$ cat config.mk
export PLATFORM = sky130hd
export DESIGN_NAME = tcdc_ctrl
export DESIGN_NICKNAME = d
export VERILOG_FILES = /design/src/hw/tcdc_pkg.sv /design/src/hw/tcdc_cfg_if.sv /design/src/hw/tcdc_chan_sel.sv /design/src/hw/tcdc_wait_sel.sv /design/src/hw/tcdc_ctrl.sv
export VERILOG_INCLUDE_DIRS = /design/src /design/src/hw
export SDC_FILE = /design/constraint.sdc
export NUM_CORES = 1
export LEC_CHECK = 0
export BUFFER_PORTS_ARGS = -buffer_cell sky130_fd_sc_hd__buf_2
export CELL_PAD_IN_SITES_DETAIL_PLACEMENT = 1
export CELL_PAD_IN_SITES_GLOBAL_PLACEMENT = 2
export CORE_MARGIN = 1.5
export CORE_UTILIZATION = 41
export DETAILED_ROUTE_END_ITERATION = 6
export GPL_ROUTABILITY_DRIVEN = 0
export PLACE_DENSITY = 0.89
export SETUP_SLACK_MARGIN = 0.2
export SKIP_LAST_GASP = 1
export SLEW_MARGIN = 40
export SYNTH_ARGS = -nofsm -noshare
export SYNTH_HDL_FRONTEND = slang
export SYNTH_HIERARCHICAL = 1
export SYNTH_SLANG_ARGS = --single-unit
$ cat constraint.sdc
create_clock -name i_sys_clk -period 15.35 [get_ports i_sys_clk]
set_input_delay 2.3025 -clock i_sys_clk [delete_from_list [all_inputs] [get_ports i_sys_clk]]
set_output_delay 2.3025 -clock i_sys_clk [all_outputs]
set_load 0.01 [all_outputs]
$ cat src/hw/tcdc_regs.svh
`ifndef TCDC_REGS_SVH
`define TCDC_REGS_SVH
// ----------------------------------------------------------------------------
// Register offsets (byte addresses).
// ----------------------------------------------------------------------------
`define TCDC_CH0_CONTROL_ADDR   32'hffff8000
`define TCDC_CH0_BASE_MASK_ADDR 32'hffff8004
`define TCDC_CH0_WAIT_ADDR      32'hffff8008
`define TCDC_CH1_CONTROL_ADDR   32'hffff8100
`define TCDC_CH1_BASE_MASK_ADDR 32'hffff8104
`define TCDC_CH1_WAIT_ADDR      32'hffff8108
`define TCDC_REFRESH_ADDR       32'hffff8800
`define TCDC_STATUS_ADDR        32'hffff8804
// ----------------------------------------------------------------------------
// Field positions.
// ----------------------------------------------------------------------------
`define TCDC_BASE_HI        31
`define TCDC_BASE_LO        20
`define TCDC_ROW_HI         18
`define TCDC_ROW_LO         16
`define TCDC_COL_HI         14
`define TCDC_COL_LO         12
`define TCDC_PRECHARGE_BIT  11
`define TCDC_SIZE_HI        5
`define TCDC_SIZE_LO        3
`define TCDC_NARROW_BIT     2
`define TCDC_RESERVED_BIT   1
`define TCDC_PAGE_STYLE_BIT 0
`define TCDC_EXT_BURST_LO   20
`define TCDC_EXT_SINGLE_LO  16
`define TCDC_DMA_BURST_LO   12
`define TCDC_DMA_SINGLE_LO  8
`define TCDC_CPU_BURST_LO   4
`define TCDC_CPU_SINGLE_LO  0
`define TCDC_SELF_REF_BIT   15
`define TCDC_INTERVAL_HI    9
`define TCDC_INTERVAL_LO    0
// ----------------------------------------------------------------------------
// Reset values and timing counts.
// ----------------------------------------------------------------------------
`define TCDC_CONTROL_RESET   32'h00000000
`define TCDC_BASE_MASK_RESET 32'h00000000
`define TCDC_WAIT_RESET      32'h00000000
`define TCDC_INTERVAL_RESET  10'h180
`define TCDC_PRECHARGE_LONG  3'h3
`define TCDC_PRECHARGE_SHORT 3'h2
`define TCDC_CONTROL_MASK    32'hfff77ffd
`define TCDC_WAIT_MASK       32'h00777737
`define TCDC_REFRESH_MASK    32'h000083ff
`endif

$ cat src/hw/tcdc_pkg.sv
package tcdc_pkg;
   // Bus masters that may own an access.
   typedef enum logic [1:0] {
      TCDC_MASTER_CPU,
      TCDC_MASTER_DMA,
      TCDC_MASTER_EXT
   } tcdc_master_e;

   // Per-channel configuration decoded from the registers.
   typedef struct packed {
      logic [11:0] base;
      logic [11:0] mask;
      logic [2:0]  row_size;
      logic [2:0]  col_size;
      logic        precharge_short;
      logic [2:0]  total_size;
      logic        narrow_bus;
      logic        page_style;
      logic [31:0] wait_cfg;
   } tcdc_chan_cfg_s;

   // Controller sequencer states.
   typedef enum logic [2:0] {
      TCDC_IDLE,
      TCDC_ACCESS,
      TCDC_WAIT,
      TCDC_PRECHARGE,
      TCDC_REFRESH,
      TCDC_SELF_REFRESH
   } tcdc_state_e;
endpackage : tcdc_pkg

$ cat src/hw/tcdc_cfg_if.sv
`timescale 1ns/1ps
// Carries both channel configurations from the register file to the decoders.
interface tcdc_cfg_if;
   import tcdc_pkg::*;
   tcdc_chan_cfg_s ch0;
   tcdc_chan_cfg_s ch1;
   logic [9:0]     interval;
   logic           self_ref_en;
   modport regs (output ch0, output ch1, output interval, output self_ref_en);
   modport user (input ch0, input ch1, input interval, input self_ref_en);
endinterface : tcdc_cfg_if

$ cat src/hw/tcdc_chan_sel.sv
`timescale 1ns/1ps
`include "tcdc_regs.svh"
// Chooses the channel and bank for a physical address.
module tcdc_chan_sel
   import tcdc_pkg::*;
(
   tcdc_cfg_if.user         cfg,
   input  wire logic [31:0] i_addr,
   output logic             o_hit,
   output logic             o_chan,
   output logic [1:0]       o_bank
);
   logic [1:0] hit;
   logic [1:0] bank [2];
   // Bits below the channel size are not compared with the base.
   function automatic logic [11:0] size_mask(input logic [2:0] sz);
      size_mask = 12'hfff << sz;
   endfunction : size_mask

   // Per-channel masked compare and bank pick.
   for (genvar c = 0; c < 2; c++) begin : g_chan
      tcdc_chan_cfg_s cc;
      logic [11:0]    keep;
      assign cc = (c == 0) ? cfg.ch0 : cfg.ch1;
      assign keep = ~cc.mask & size_mask(cc.total_size);
      assign hit[c] = ((i_addr[31:20] ^ cc.base) & keep) == 12'h000;
      assign bank[c] = 2'((i_addr >> (5'd18 + 5'(cc.total_size))) & 32'h3);
   end

   // Both hit: higher base wins, equal bases give channel 0.
   always_comb begin
      o_hit  = |hit;
      o_chan = hit[1] & (~hit[0] | (cfg.ch1.base > cfg.ch0.base));
      o_bank = o_chan ? bank[1] : bank[0];
   end
endmodule : tcdc_chan_sel

$ cat src/hw/tcdc_wait_sel.sv
`timescale 1ns/1ps
`include "tcdc_regs.svh"
// Picks the wait count for master and access type.
module tcdc_wait_sel
   import tcdc_pkg::*;
(
   input  wire logic [31:0]  i_wait_cfg,
   input  wire tcdc_master_e i_master,
   input  wire logic         i_burst,
   output logic [2:0]        o_waits
);
   // Field chosen by master and burst.
   always_comb begin
      o_waits = 3'h0;
      unique case (i_master)
         TCDC_MASTER_EXT: o_waits = i_burst ? i_wait_cfg[`TCDC_EXT_BURST_LO +: 3]
                                            : i_wait_cfg[`TCDC_EXT_SINGLE_LO +: 3];
         TCDC_MASTER_DMA: o_waits = i_burst ? i_wait_cfg[`TCDC_DMA_BURST_LO +: 3]
                                            : i_wait_cfg[`TCDC_DMA_SINGLE_LO +: 3];
         TCDC_MASTER_CPU: o_waits = i_burst ? {1'b0, i_wait_cfg[`TCDC_CPU_BURST_LO +: 2]}
                                            : i_wait_cfg[`TCDC_CPU_SINGLE_LO +: 3];
         default:         o_waits = 3'h0;
      endcase
   end
endmodule : tcdc_wait_sel

$ cat src/hw/tcdc_ctrl.sv
// Implementation choice: the strobed register port.
`timescale 1ns/1ps
`include "tcdc_regs.svh"
// Operation
// Two independent channels, each up to four banks with own configuration.
// Software makes each bank one quarter of the channel size.
// Channel size field bits 5:3 sets total size of four banks.
// Base field bits 31:20 compared with upper physical address bits.
// Mask bit one drops matching base bit from the comparison.
// Row size field bits 18:16 gives rows per bank.
// Column size field bits 14:12 gives column words per bank.
// Bit 11: zero three, one two precharge cycles after miss or refresh.
// Bit 2 selects 16-bit bus when one, 32-bit when zero.
// Software sets bus width after reset before relying on it.
// Software keeps reserved bit 1 at zero.
// Bit 0 selects EDO timing when one, fast page when zero.
// Wait bits 22:20: external master burst wait cycles.
// Wait bits 18:16: external master single wait cycles.
// Wait bits 14:12: DMA burst wait cycles.
// Wait bits 10:8: DMA single wait cycles.
// Wait bits 5:4: processor burst wait cycles, zero to three.
// Wait bits 2:0: processor single wait cycles.
// CAS-before-RAS refresh normally; self refresh allowed in halt mode.
// Refresh interval bits 9:0 counts clocks between refreshes.
// Refresh register bit 15 enables self refresh while halted.
// Both channels hit: higher base wins, equal bases pick channel 0.
// Wait count comes from the selected channel's master and type field.
// Software avoids reserved row, column and size encodings.
module tcdc_ctrl
   import tcdc_pkg::*;
(
   input  wire logic         i_sys_clk,
   input  wire logic         i_rst,
   input  wire logic [31:0]  i_reg_addr,
   input  wire logic [31:0]  i_reg_wdata,
   input  wire logic         i_reg_wr,
   input  wire logic         i_reg_rd,
   output logic [31:0]       o_reg_rdata,
   input  wire logic         i_req,
   input  wire logic [31:0]  i_req_addr,
   input  wire tcdc_master_e i_req_master,
   input  wire logic         i_req_burst,
   input  wire logic         i_halt,
   output logic              o_req_ack,
   output logic              o_req_done,
   output logic              o_ras_n,
   output logic [3:0]        o_cas_n,
   output logic [1:0]        o_bank,
   output logic              o_chan,
   output logic              o_narrow_bus,
   output logic              o_page_edo,
   output logic [2:0]        o_row_size,
   output logic [2:0]        o_col_size,
   output logic              o_refresh,
   output logic              o_self_refresh
);
   // ------------------------------------------------------------------------
   // Registers.
   // ------------------------------------------------------------------------
   logic [31:0] ch_control [2];
   logic [31:0] ch_base_mask [2];
   logic [31:0] ch_wait [2];
   logic [31:0] refresh_control;
   tcdc_state_e state;
   tcdc_state_e next_state;
   logic [9:0]  refresh_count;
   logic        refresh_due;
   logic [2:0]  wait_count;
   logic [2:0]  precharge_count;
   logic        halt_s1;
   logic        halt_s2;
   logic        cur_chan;
   logic [1:0]  cur_bank;
   logic        page_open;
   logic        sel_hit;
   logic        sel_chan;
   logic [1:0]  sel_bank;
   logic [2:0]  sel_waits;
   logic [2:0]  precharge_len;
   logic        page_miss;

   tcdc_cfg_if cfg ();

   // Whether the address is channel c's copy of a channel register.
   function automatic logic chan_hit(input logic [31:0] a, off0, off1, input int c);
      chan_hit = (a == ((c == 0) ? off0 : off1));
   endfunction : chan_hit

   // Software writes to channel registers; reserved bits stay zero.
   always_ff @(posedge i_sys_clk or posedge i_rst) begin
      if (i_rst) begin
         for (int c = 0; c < 2; c++) begin
            ch_control[c]   <= `TCDC_CONTROL_RESET;
            ch_base_mask[c] <= `TCDC_BASE_MASK_RESET;
            ch_wait[c]      <= `TCDC_WAIT_RESET;
         end
      end else if (i_reg_wr) begin
         for (int c = 0; c < 2; c++) begin
            if (chan_hit(i_reg_addr, `TCDC_CH0_CONTROL_ADDR, `TCDC_CH1_CONTROL_ADDR, c)) begin
               ch_control[c] <= i_reg_wdata & `TCDC_CONTROL_MASK;
            end
            if (chan_hit(i_reg_addr, `TCDC_CH0_BASE_MASK_ADDR, `TCDC_CH1_BASE_MASK_ADDR, c)) begin
               ch_base_mask[c] <= i_reg_wdata & 32'hfff00000;
            end
            if (chan_hit(i_reg_addr, `TCDC_CH0_WAIT_ADDR, `TCDC_CH1_WAIT_ADDR, c)) begin
               ch_wait[c] <= i_reg_wdata & `TCDC_WAIT_MASK;
            end
         end
      end
   end

   // Refresh control register with its documented interval default.
   always_ff @(posedge i_sys_clk or posedge i_rst) begin
      if (i_rst) begin
         refresh_control <= {22'h000000, `TCDC_INTERVAL_RESET};
      end else if (i_reg_wr && i_reg_addr == `TCDC_REFRESH_ADDR) begin
         refresh_control <= i_reg_wdata & `TCDC_REFRESH_MASK;
      end
   end

   // Read data stands in the cycle after the read strobe; unmapped reads zero.
   always_ff @(posedge i_sys_clk or posedge i_rst) begin
      if (i_rst) begin
         o_reg_rdata <= 32'h00000000;
      end else if (i_reg_rd) begin
         unique case (i_reg_addr)
            `TCDC_CH0_CONTROL_ADDR:   o_reg_rdata <= ch_control[0];
            `TCDC_CH0_BASE_MASK_ADDR: o_reg_rdata <= ch_base_mask[0];
            `TCDC_CH0_WAIT_ADDR:      o_reg_rdata <= ch_wait[0];
            `TCDC_CH1_CONTROL_ADDR:   o_reg_rdata <= ch_control[1];
            `TCDC_CH1_BASE_MASK_ADDR: o_reg_rdata <= ch_base_mask[1];
            `TCDC_CH1_WAIT_ADDR:      o_reg_rdata <= ch_wait[1];
            `TCDC_REFRESH_ADDR:       o_reg_rdata <= refresh_control;
            `TCDC_STATUS_ADDR:        o_reg_rdata <= {24'h000000, page_open, cur_bank, cur_chan,
                                                      1'b0, 3'(state)};
            default:                  o_reg_rdata <= 32'h00000000;
         endcase
      end else begin
         o_reg_rdata <= 32'h00000000;
      end
   end

   // ------------------------------------------------------------------------
   // Configuration decode.
   // ------------------------------------------------------------------------
   // Split each channel's registers into named fields.
   for (genvar c = 0; c < 2; c++) begin : g_cfg
      tcdc_chan_cfg_s f;
      assign f.base            = ch_control[c][`TCDC_BASE_HI:`TCDC_BASE_LO];
      assign f.mask            = ch_base_mask[c][`TCDC_BASE_HI:`TCDC_BASE_LO];
      assign f.row_size        = ch_control[c][`TCDC_ROW_HI:`TCDC_ROW_LO];
      assign f.col_size        = ch_control[c][`TCDC_COL_HI:`TCDC_COL_LO];
      assign f.precharge_short = ch_control[c][`TCDC_PRECHARGE_BIT];
      assign f.total_size      = ch_control[c][`TCDC_SIZE_HI:`TCDC_SIZE_LO];
      assign f.narrow_bus      = ch_control[c][`TCDC_NARROW_BIT];
      assign f.page_style      = ch_control[c][`TCDC_PAGE_STYLE_BIT];
      assign f.wait_cfg        = ch_wait[c];
   end
   assign cfg.ch0         = g_cfg[0].f;
   assign cfg.ch1         = g_cfg[1].f;
   assign cfg.interval    = refresh_control[`TCDC_INTERVAL_HI:`TCDC_INTERVAL_LO];
   assign cfg.self_ref_en = refresh_control[`TCDC_SELF_REF_BIT];

   tcdc_chan_sel u_chan_sel (
      .cfg    (cfg),
      .i_addr (i_req_addr),
      .o_hit  (sel_hit),
      .o_chan (sel_chan),
      .o_bank (sel_bank)
   );

   tcdc_wait_sel u_wait_sel (
      .i_wait_cfg (sel_chan ? cfg.ch1.wait_cfg : cfg.ch0.wait_cfg),
      .i_master   (i_req_master),
      .i_burst    (i_req_burst),
      .o_waits    (sel_waits)
   );

   // Channel-specific precharge length and page-miss test.
   always_comb begin
      precharge_len = (cur_chan ? cfg.ch1.precharge_short : cfg.ch0.precharge_short)
                      ? `TCDC_PRECHARGE_SHORT : `TCDC_PRECHARGE_LONG;
      page_miss = page_open && (sel_chan != cur_chan || sel_bank != cur_bank || !i_req_burst);
   end

   // ------------------------------------------------------------------------
   // Refresh timer and halt synchroniser.
   // ------------------------------------------------------------------------
   // Halt is a pin-side level and passes two flip-flops.
   always_ff @(posedge i_sys_clk or posedge i_rst) begin
      if (i_rst) begin
         halt_s1 <= 1'b0;
         halt_s2 <= 1'b0;
      end else begin
         halt_s1 <= i_halt;
         halt_s2 <= halt_s1;
      end
   end

   // Counts system clocks; a due refresh is held until serviced, set wins.
   always_ff @(posedge i_sys_clk or posedge i_rst) begin
      if (i_rst) begin
         refresh_count <= 10'h000;
         refresh_due   <= 1'b0;
      end else begin
         if (refresh_count >= cfg.interval) begin
            refresh_count <= 10'h000;
            refresh_due   <= 1'b1;
         end else begin
            refresh_count <= refresh_count + 10'h001;
            if (state == TCDC_REFRESH) begin
               refresh_due <= 1'b0;
            end
         end
      end
   end

   // ------------------------------------------------------------------------
   // Access sequencer.
   // ------------------------------------------------------------------------
   // Next-state choice: self refresh, refresh, access, precharge.
   always_comb begin
      next_state = state;
      unique case (state)
         TCDC_IDLE: begin
            if (halt_s2 && cfg.self_ref_en) begin
               next_state = TCDC_SELF_REFRESH;
            end else if (refresh_due) begin
               next_state = TCDC_REFRESH;
            end else if (i_req && sel_hit) begin
               next_state = page_miss ? TCDC_PRECHARGE : TCDC_ACCESS;
            end
         end
         TCDC_ACCESS:       next_state = (sel_waits == 3'h0) ? TCDC_IDLE : TCDC_WAIT;
         TCDC_WAIT:         next_state = (wait_count == 3'h1) ? TCDC_IDLE : TCDC_WAIT;
         TCDC_PRECHARGE:    next_state = (precharge_count == 3'h1) ? TCDC_IDLE : TCDC_PRECHARGE;
         TCDC_REFRESH:      next_state = TCDC_PRECHARGE;
         TCDC_SELF_REFRESH: next_state = (halt_s2 && cfg.self_ref_en) ? TCDC_SELF_REFRESH : TCDC_PRECHARGE;
         default:           next_state = TCDC_IDLE;
      endcase
   end

   // State register.
   always_ff @(posedge i_sys_clk or posedge i_rst) begin
      if (i_rst) begin
         state <= TCDC_IDLE;
      end else begin
         state <= next_state;
      end
   end

   // Wait and precharge counters load on entry and count down.
   always_ff @(posedge i_sys_clk or posedge i_rst) begin
      if (i_rst) begin
         wait_count      <= 3'h0;
         precharge_count <= 3'h0;
      end else begin
         if (state == TCDC_ACCESS) begin
            wait_count <= sel_waits;
         end else if (state == TCDC_WAIT) begin
            wait_count <= wait_count - 3'h1;
         end
         if (next_state == TCDC_PRECHARGE && state != TCDC_PRECHARGE) begin
            precharge_count <= precharge_len;
         end else if (state == TCDC_PRECHARGE) begin
            precharge_count <= precharge_count - 3'h1;
         end
      end
   end

   // Tracks the open page; refresh and precharge close it.
   always_ff @(posedge i_sys_clk or posedge i_rst) begin
      if (i_rst) begin
         cur_chan  <= 1'b0;
         cur_bank  <= 2'h0;
         page_open <= 1'b0;
      end else if (state == TCDC_IDLE && next_state == TCDC_ACCESS) begin
         cur_chan  <= sel_chan;
         cur_bank  <= sel_bank;
         page_open <= i_req_burst;
      end else if (state == TCDC_PRECHARGE || state == TCDC_REFRESH) begin
         page_open <= 1'b0;
      end
   end

   // Memory control strobes, registered from the next state.
   always_ff @(posedge i_sys_clk or posedge i_rst) begin
      if (i_rst) begin
         o_ras_n        <= 1'b1;
         o_cas_n        <= 4'hf;
         o_refresh      <= 1'b0;
         o_self_refresh <= 1'b0;
      end else begin
         o_ras_n        <= !(next_state inside {TCDC_ACCESS, TCDC_WAIT, TCDC_REFRESH, TCDC_SELF_REFRESH});
         o_cas_n        <= (next_state inside {TCDC_ACCESS, TCDC_WAIT, TCDC_REFRESH, TCDC_SELF_REFRESH})
                           ? 4'h0 : 4'hf;
         o_refresh      <= next_state == TCDC_REFRESH;
         o_self_refresh <= next_state == TCDC_SELF_REFRESH;
      end
   end

   // Access geometry of the channel in use.
   always_ff @(posedge i_sys_clk or posedge i_rst) begin
      if (i_rst) begin
         o_bank       <= 2'h0;
         o_chan       <= 1'b0;
         o_narrow_bus <= 1'b0;
         o_page_edo   <= 1'b0;
         o_row_size   <= 3'h0;
         o_col_size   <= 3'h0;
      end else if (state == TCDC_IDLE && next_state == TCDC_ACCESS) begin
         o_bank       <= sel_bank;
         o_chan       <= sel_chan;
         o_narrow_bus <= sel_chan ? cfg.ch1.narrow_bus : cfg.ch0.narrow_bus;
         o_page_edo   <= sel_chan ? cfg.ch1.page_style : cfg.ch0.page_style;
         o_row_size   <= sel_chan ? cfg.ch1.row_size : cfg.ch0.row_size;
         o_col_size   <= sel_chan ? cfg.ch1.col_size : cfg.ch0.col_size;
      end
   end

   // Handshake: ack when the access starts, done when its waits end.
   assign o_req_ack  = (state == TCDC_IDLE) && (next_state == TCDC_ACCESS);
   assign o_req_done = (state == TCDC_ACCESS && sel_waits == 3'h0) || (state == TCDC_WAIT && wait_count == 3'h1);
endmodule : tcdc_ctrl

==> run summary <==
Post-CTS Hold Buffers: 0
Synth cell types: 73
Fin Clk Skew: 0.00848 ns
Tightest Hold Check Type: reg2reg
Reg2Reg Depth: 20
Layout fillers: 2707
Antenna Cells: 0
Initial DRC Count: 377
initial antenna violation count: 0
Main synth FF type: dfrtp_1
placed cells: 1322
share of cells above drive strength 1: 36.6%
relative slew slack: 42.8%
hold slack final: 0.366 ns
cells after synthesis: 895
commonest non-fill, non-tap cell in the layout: dfrtp_1
status: completed
clk_lat worst skew: 0.43 ns
sequential area share after synthesis: 46.0%
max-cap check violation count: 0
register bit total from synthesis: 195
Final Hold Violating Endpoints: 0
post-DR wirelength/cell: 22.8 µm
Setup CP Type: in2out
CP arrival: 7.18 ns
grt total ovfl: 0
R2R setup slack: 9.66 ns
setup TNS: 0 ns
Final Worst Setup Slack: 5.87 ns
# H-tree levels: 4
die width: 164 µm
syn_nets: 1028
nets: 1144
first-pass GRT wire length: 48.7 mm
Slew Limit Fails: 0
mean post-synth cell area: 11.9 µm²
core area: 0.0253 mm²
Setup WS pre-CTS: 5.89 ns
clock root cell: clkbuf_16
worst r2r src: cfg.ch0[61]
Synth warnings: 6
Final Cycle Share: 61.7%
post-route insts no fill: 1354
Die ar.: 0.0269 mm²
Hold Startpoint: halt_s1
Cell Rows: 58
WHS Endpoint: halt_s2
TritonCTS Buffers: 17
Finish-stage setup viols: 0
area grow syn2layout: 14.4%
crit path time final: 9.48 ns
Post-Syn Area: 0.0106 mm²
vias in the first global route: 8331
Worst EP required: 13.05 ns
Worst Hold Path Cells: 0
I/O pin count: 157
Core Util, Final: 48.0%
crit path max fanout: 28
Post-DRT Antenna Nets: 0
# DRC: 0
CP endpoint kind: output port
PortBufs: 138
Post-synth EDFFs: 0
die height: 164 µm
post-synthesis async set-or-reset flop share: 100%
VDD IR max: 0.0592 mV
PwrDens: 90.6 mW/mm²
Slew @ Worst Pin: 0.855 ns
number of vias per cell: 5.80
unrepaired setup endpoints after global routing: false
post-detail-place hpwl: 21.3 mm
largest net degree at the start of global routing: 127
vias: 7848
r2r endpoint: o_bank[0]
CTS tree: built
final WL: 30.9 mm
post_cts resized: 0
multi-input logic area: 0.00533 mm²
startpoint types: primary input
CTS Sinks: 195
register area: 0.00488 mm²
most frequent cells in the layout: dfrtp_1 (192), mux2_2 (148), buf_2 (138)
initial core utilization: 41.9%
gr usage total: 24.0%
Worst-path clk slew: 0.08 ns
postcts setup bufs: 0
drt pass-1 iters: 5
CTS Buffer Depth: 2
FMAX: 0.106 GHz
leak pwr: 5.80 nW
cell families after synthesis:
kind of cell | share of synthesized area [%]
AND/OR/NAND/NOR | 10.1
AO/OA/AOI/OAI | 9.43
XOR/XNOR | 2.97
other | 0.0353
buffers and inverters | 3.87
multiplexers | 24.3
flip-flops | 46.0
adder cells (fa/ha/maj) | 3.30
stage by stage:
| step | total power, W | instance area, µm² |
|---|---|---|
| 2_1_floorplan | 0.000616 | 10600 |
| 6_report | 0.00110 | 12100 |
| 3_3_place_gp | 0.000651 | 11500 |
| 4_1_cts | 0.00111 | 12100 |
| 5_1_grt | 0.00114 | 12100 |
| 3_5_place_dp | 0.000655 | 11600 |
flip-flops by register name, indices dropped and copies added (netlist names), 10 cells and up:
| signal | count |
|---|---|
| refresh_count | 10 |
| cfg.ch1 | 53 |
| refresh_control | 11 |
| cfg.ch0 | 53 |
| ch_control | 10 |
| o_reg_rdata | 31 |
layer usage:
layer	wire length (µm)	global-route usage (%)	share of wire [%]
met5	0	0	0
met4	688	6.57	2.2
met1	13900	33.3	45
met2	14800	39.0	48
met3	1530	3.69	4.9
cell type report:
type / count / area share [%]
clock inverters: 12 / 1.10
flip-flops and latches: 195 / 40.2
clock buffers: 20 / 3.76
well taps: 330 / 3.40
inverters: 38 / 1.28
repair buffers: 148 / 6.34
multi-input cells: 611 / 43.9
critical path, cell delays in order:
cell and delay, ns:
buf_2 0.14, xnor2_1 0.16, nor3_1 0.07, o41ai_1 0.48
and3_1 0.37, a21o_1 0.21, inv_1 0.06, buf_4 0.27
nand2_1 0.12, nand2_1 0.06, ha_1 0.22, inv_1 0.24
mux4_2 0.57, mux2i_1 0.39, xnor2_1 0.17, nand4_1 0.14
a31oi_1 0.19, buf_4 0.21, and3_1 0.55, buf_2 0.24
synthesized netlist by cell type (all sizes together) (6+ instances only):
cell type | instances | area [µm²]
a22oi | 9 | 67.6
nand2b | 6 | 37.5
xnor2 | 28 | 245
nand4 | 15 | 109
clkbuf | 23 | 86.3
or4 | 6 | 48.8
nor4 | 8 | 50.1
nor3 | 14 | 86.3
nor2b | 19 | 119
nand3 | 22 | 115
a21oi | 35 | 175
buf | 28 | 181
a31oi | 13 | 81.3
ha | 28 | 350
mux4 | 15 | 338
mux2 | 158 | 1820
o21ai | 16 | 80.1
dfrtp | 192 | 4800
o22ai | 11 | 68.8
inv | 38 | 143
mux2i | 43 | 430
nor2 | 31 | 124
nand2 | 30 | 113
o22a | 7 | 61.3
a211oi | 18 | 135
xor2 | 8 | 70.1
and3 | 10 | 62.6
power breakdown:
group          switching [W]  total (W)  internal, W
logic              0.0000665   0.000108    0.0000418
registers          0.0000138   0.000536     0.000522
clock network       0.000216   0.000456     0.000240
total               0.000297    0.00110     0.000804
worst max-delay path by stage:
stage / start / endpoint / slack [ns] / depth (start not counted)
2_1_floorplan: i_req_addr[21] / o_req_ack / 7.05 / 17
3_3_place_gp: i_req_addr[21] / o_req_ack / 5.96 / 20
3_5_place_dp: i_req_addr[21] / o_req_ack / 5.89 / 20
4_1_cts: i_req_addr[24] / o_req_ack / 5.88 / 20
5_1_grt: i_req_addr[24] / o_req_ack / 5.43 / 20
6_report: i_req_addr[21] / o_req_ack / 5.87 / 20
(Power assumes the default switching activity.)
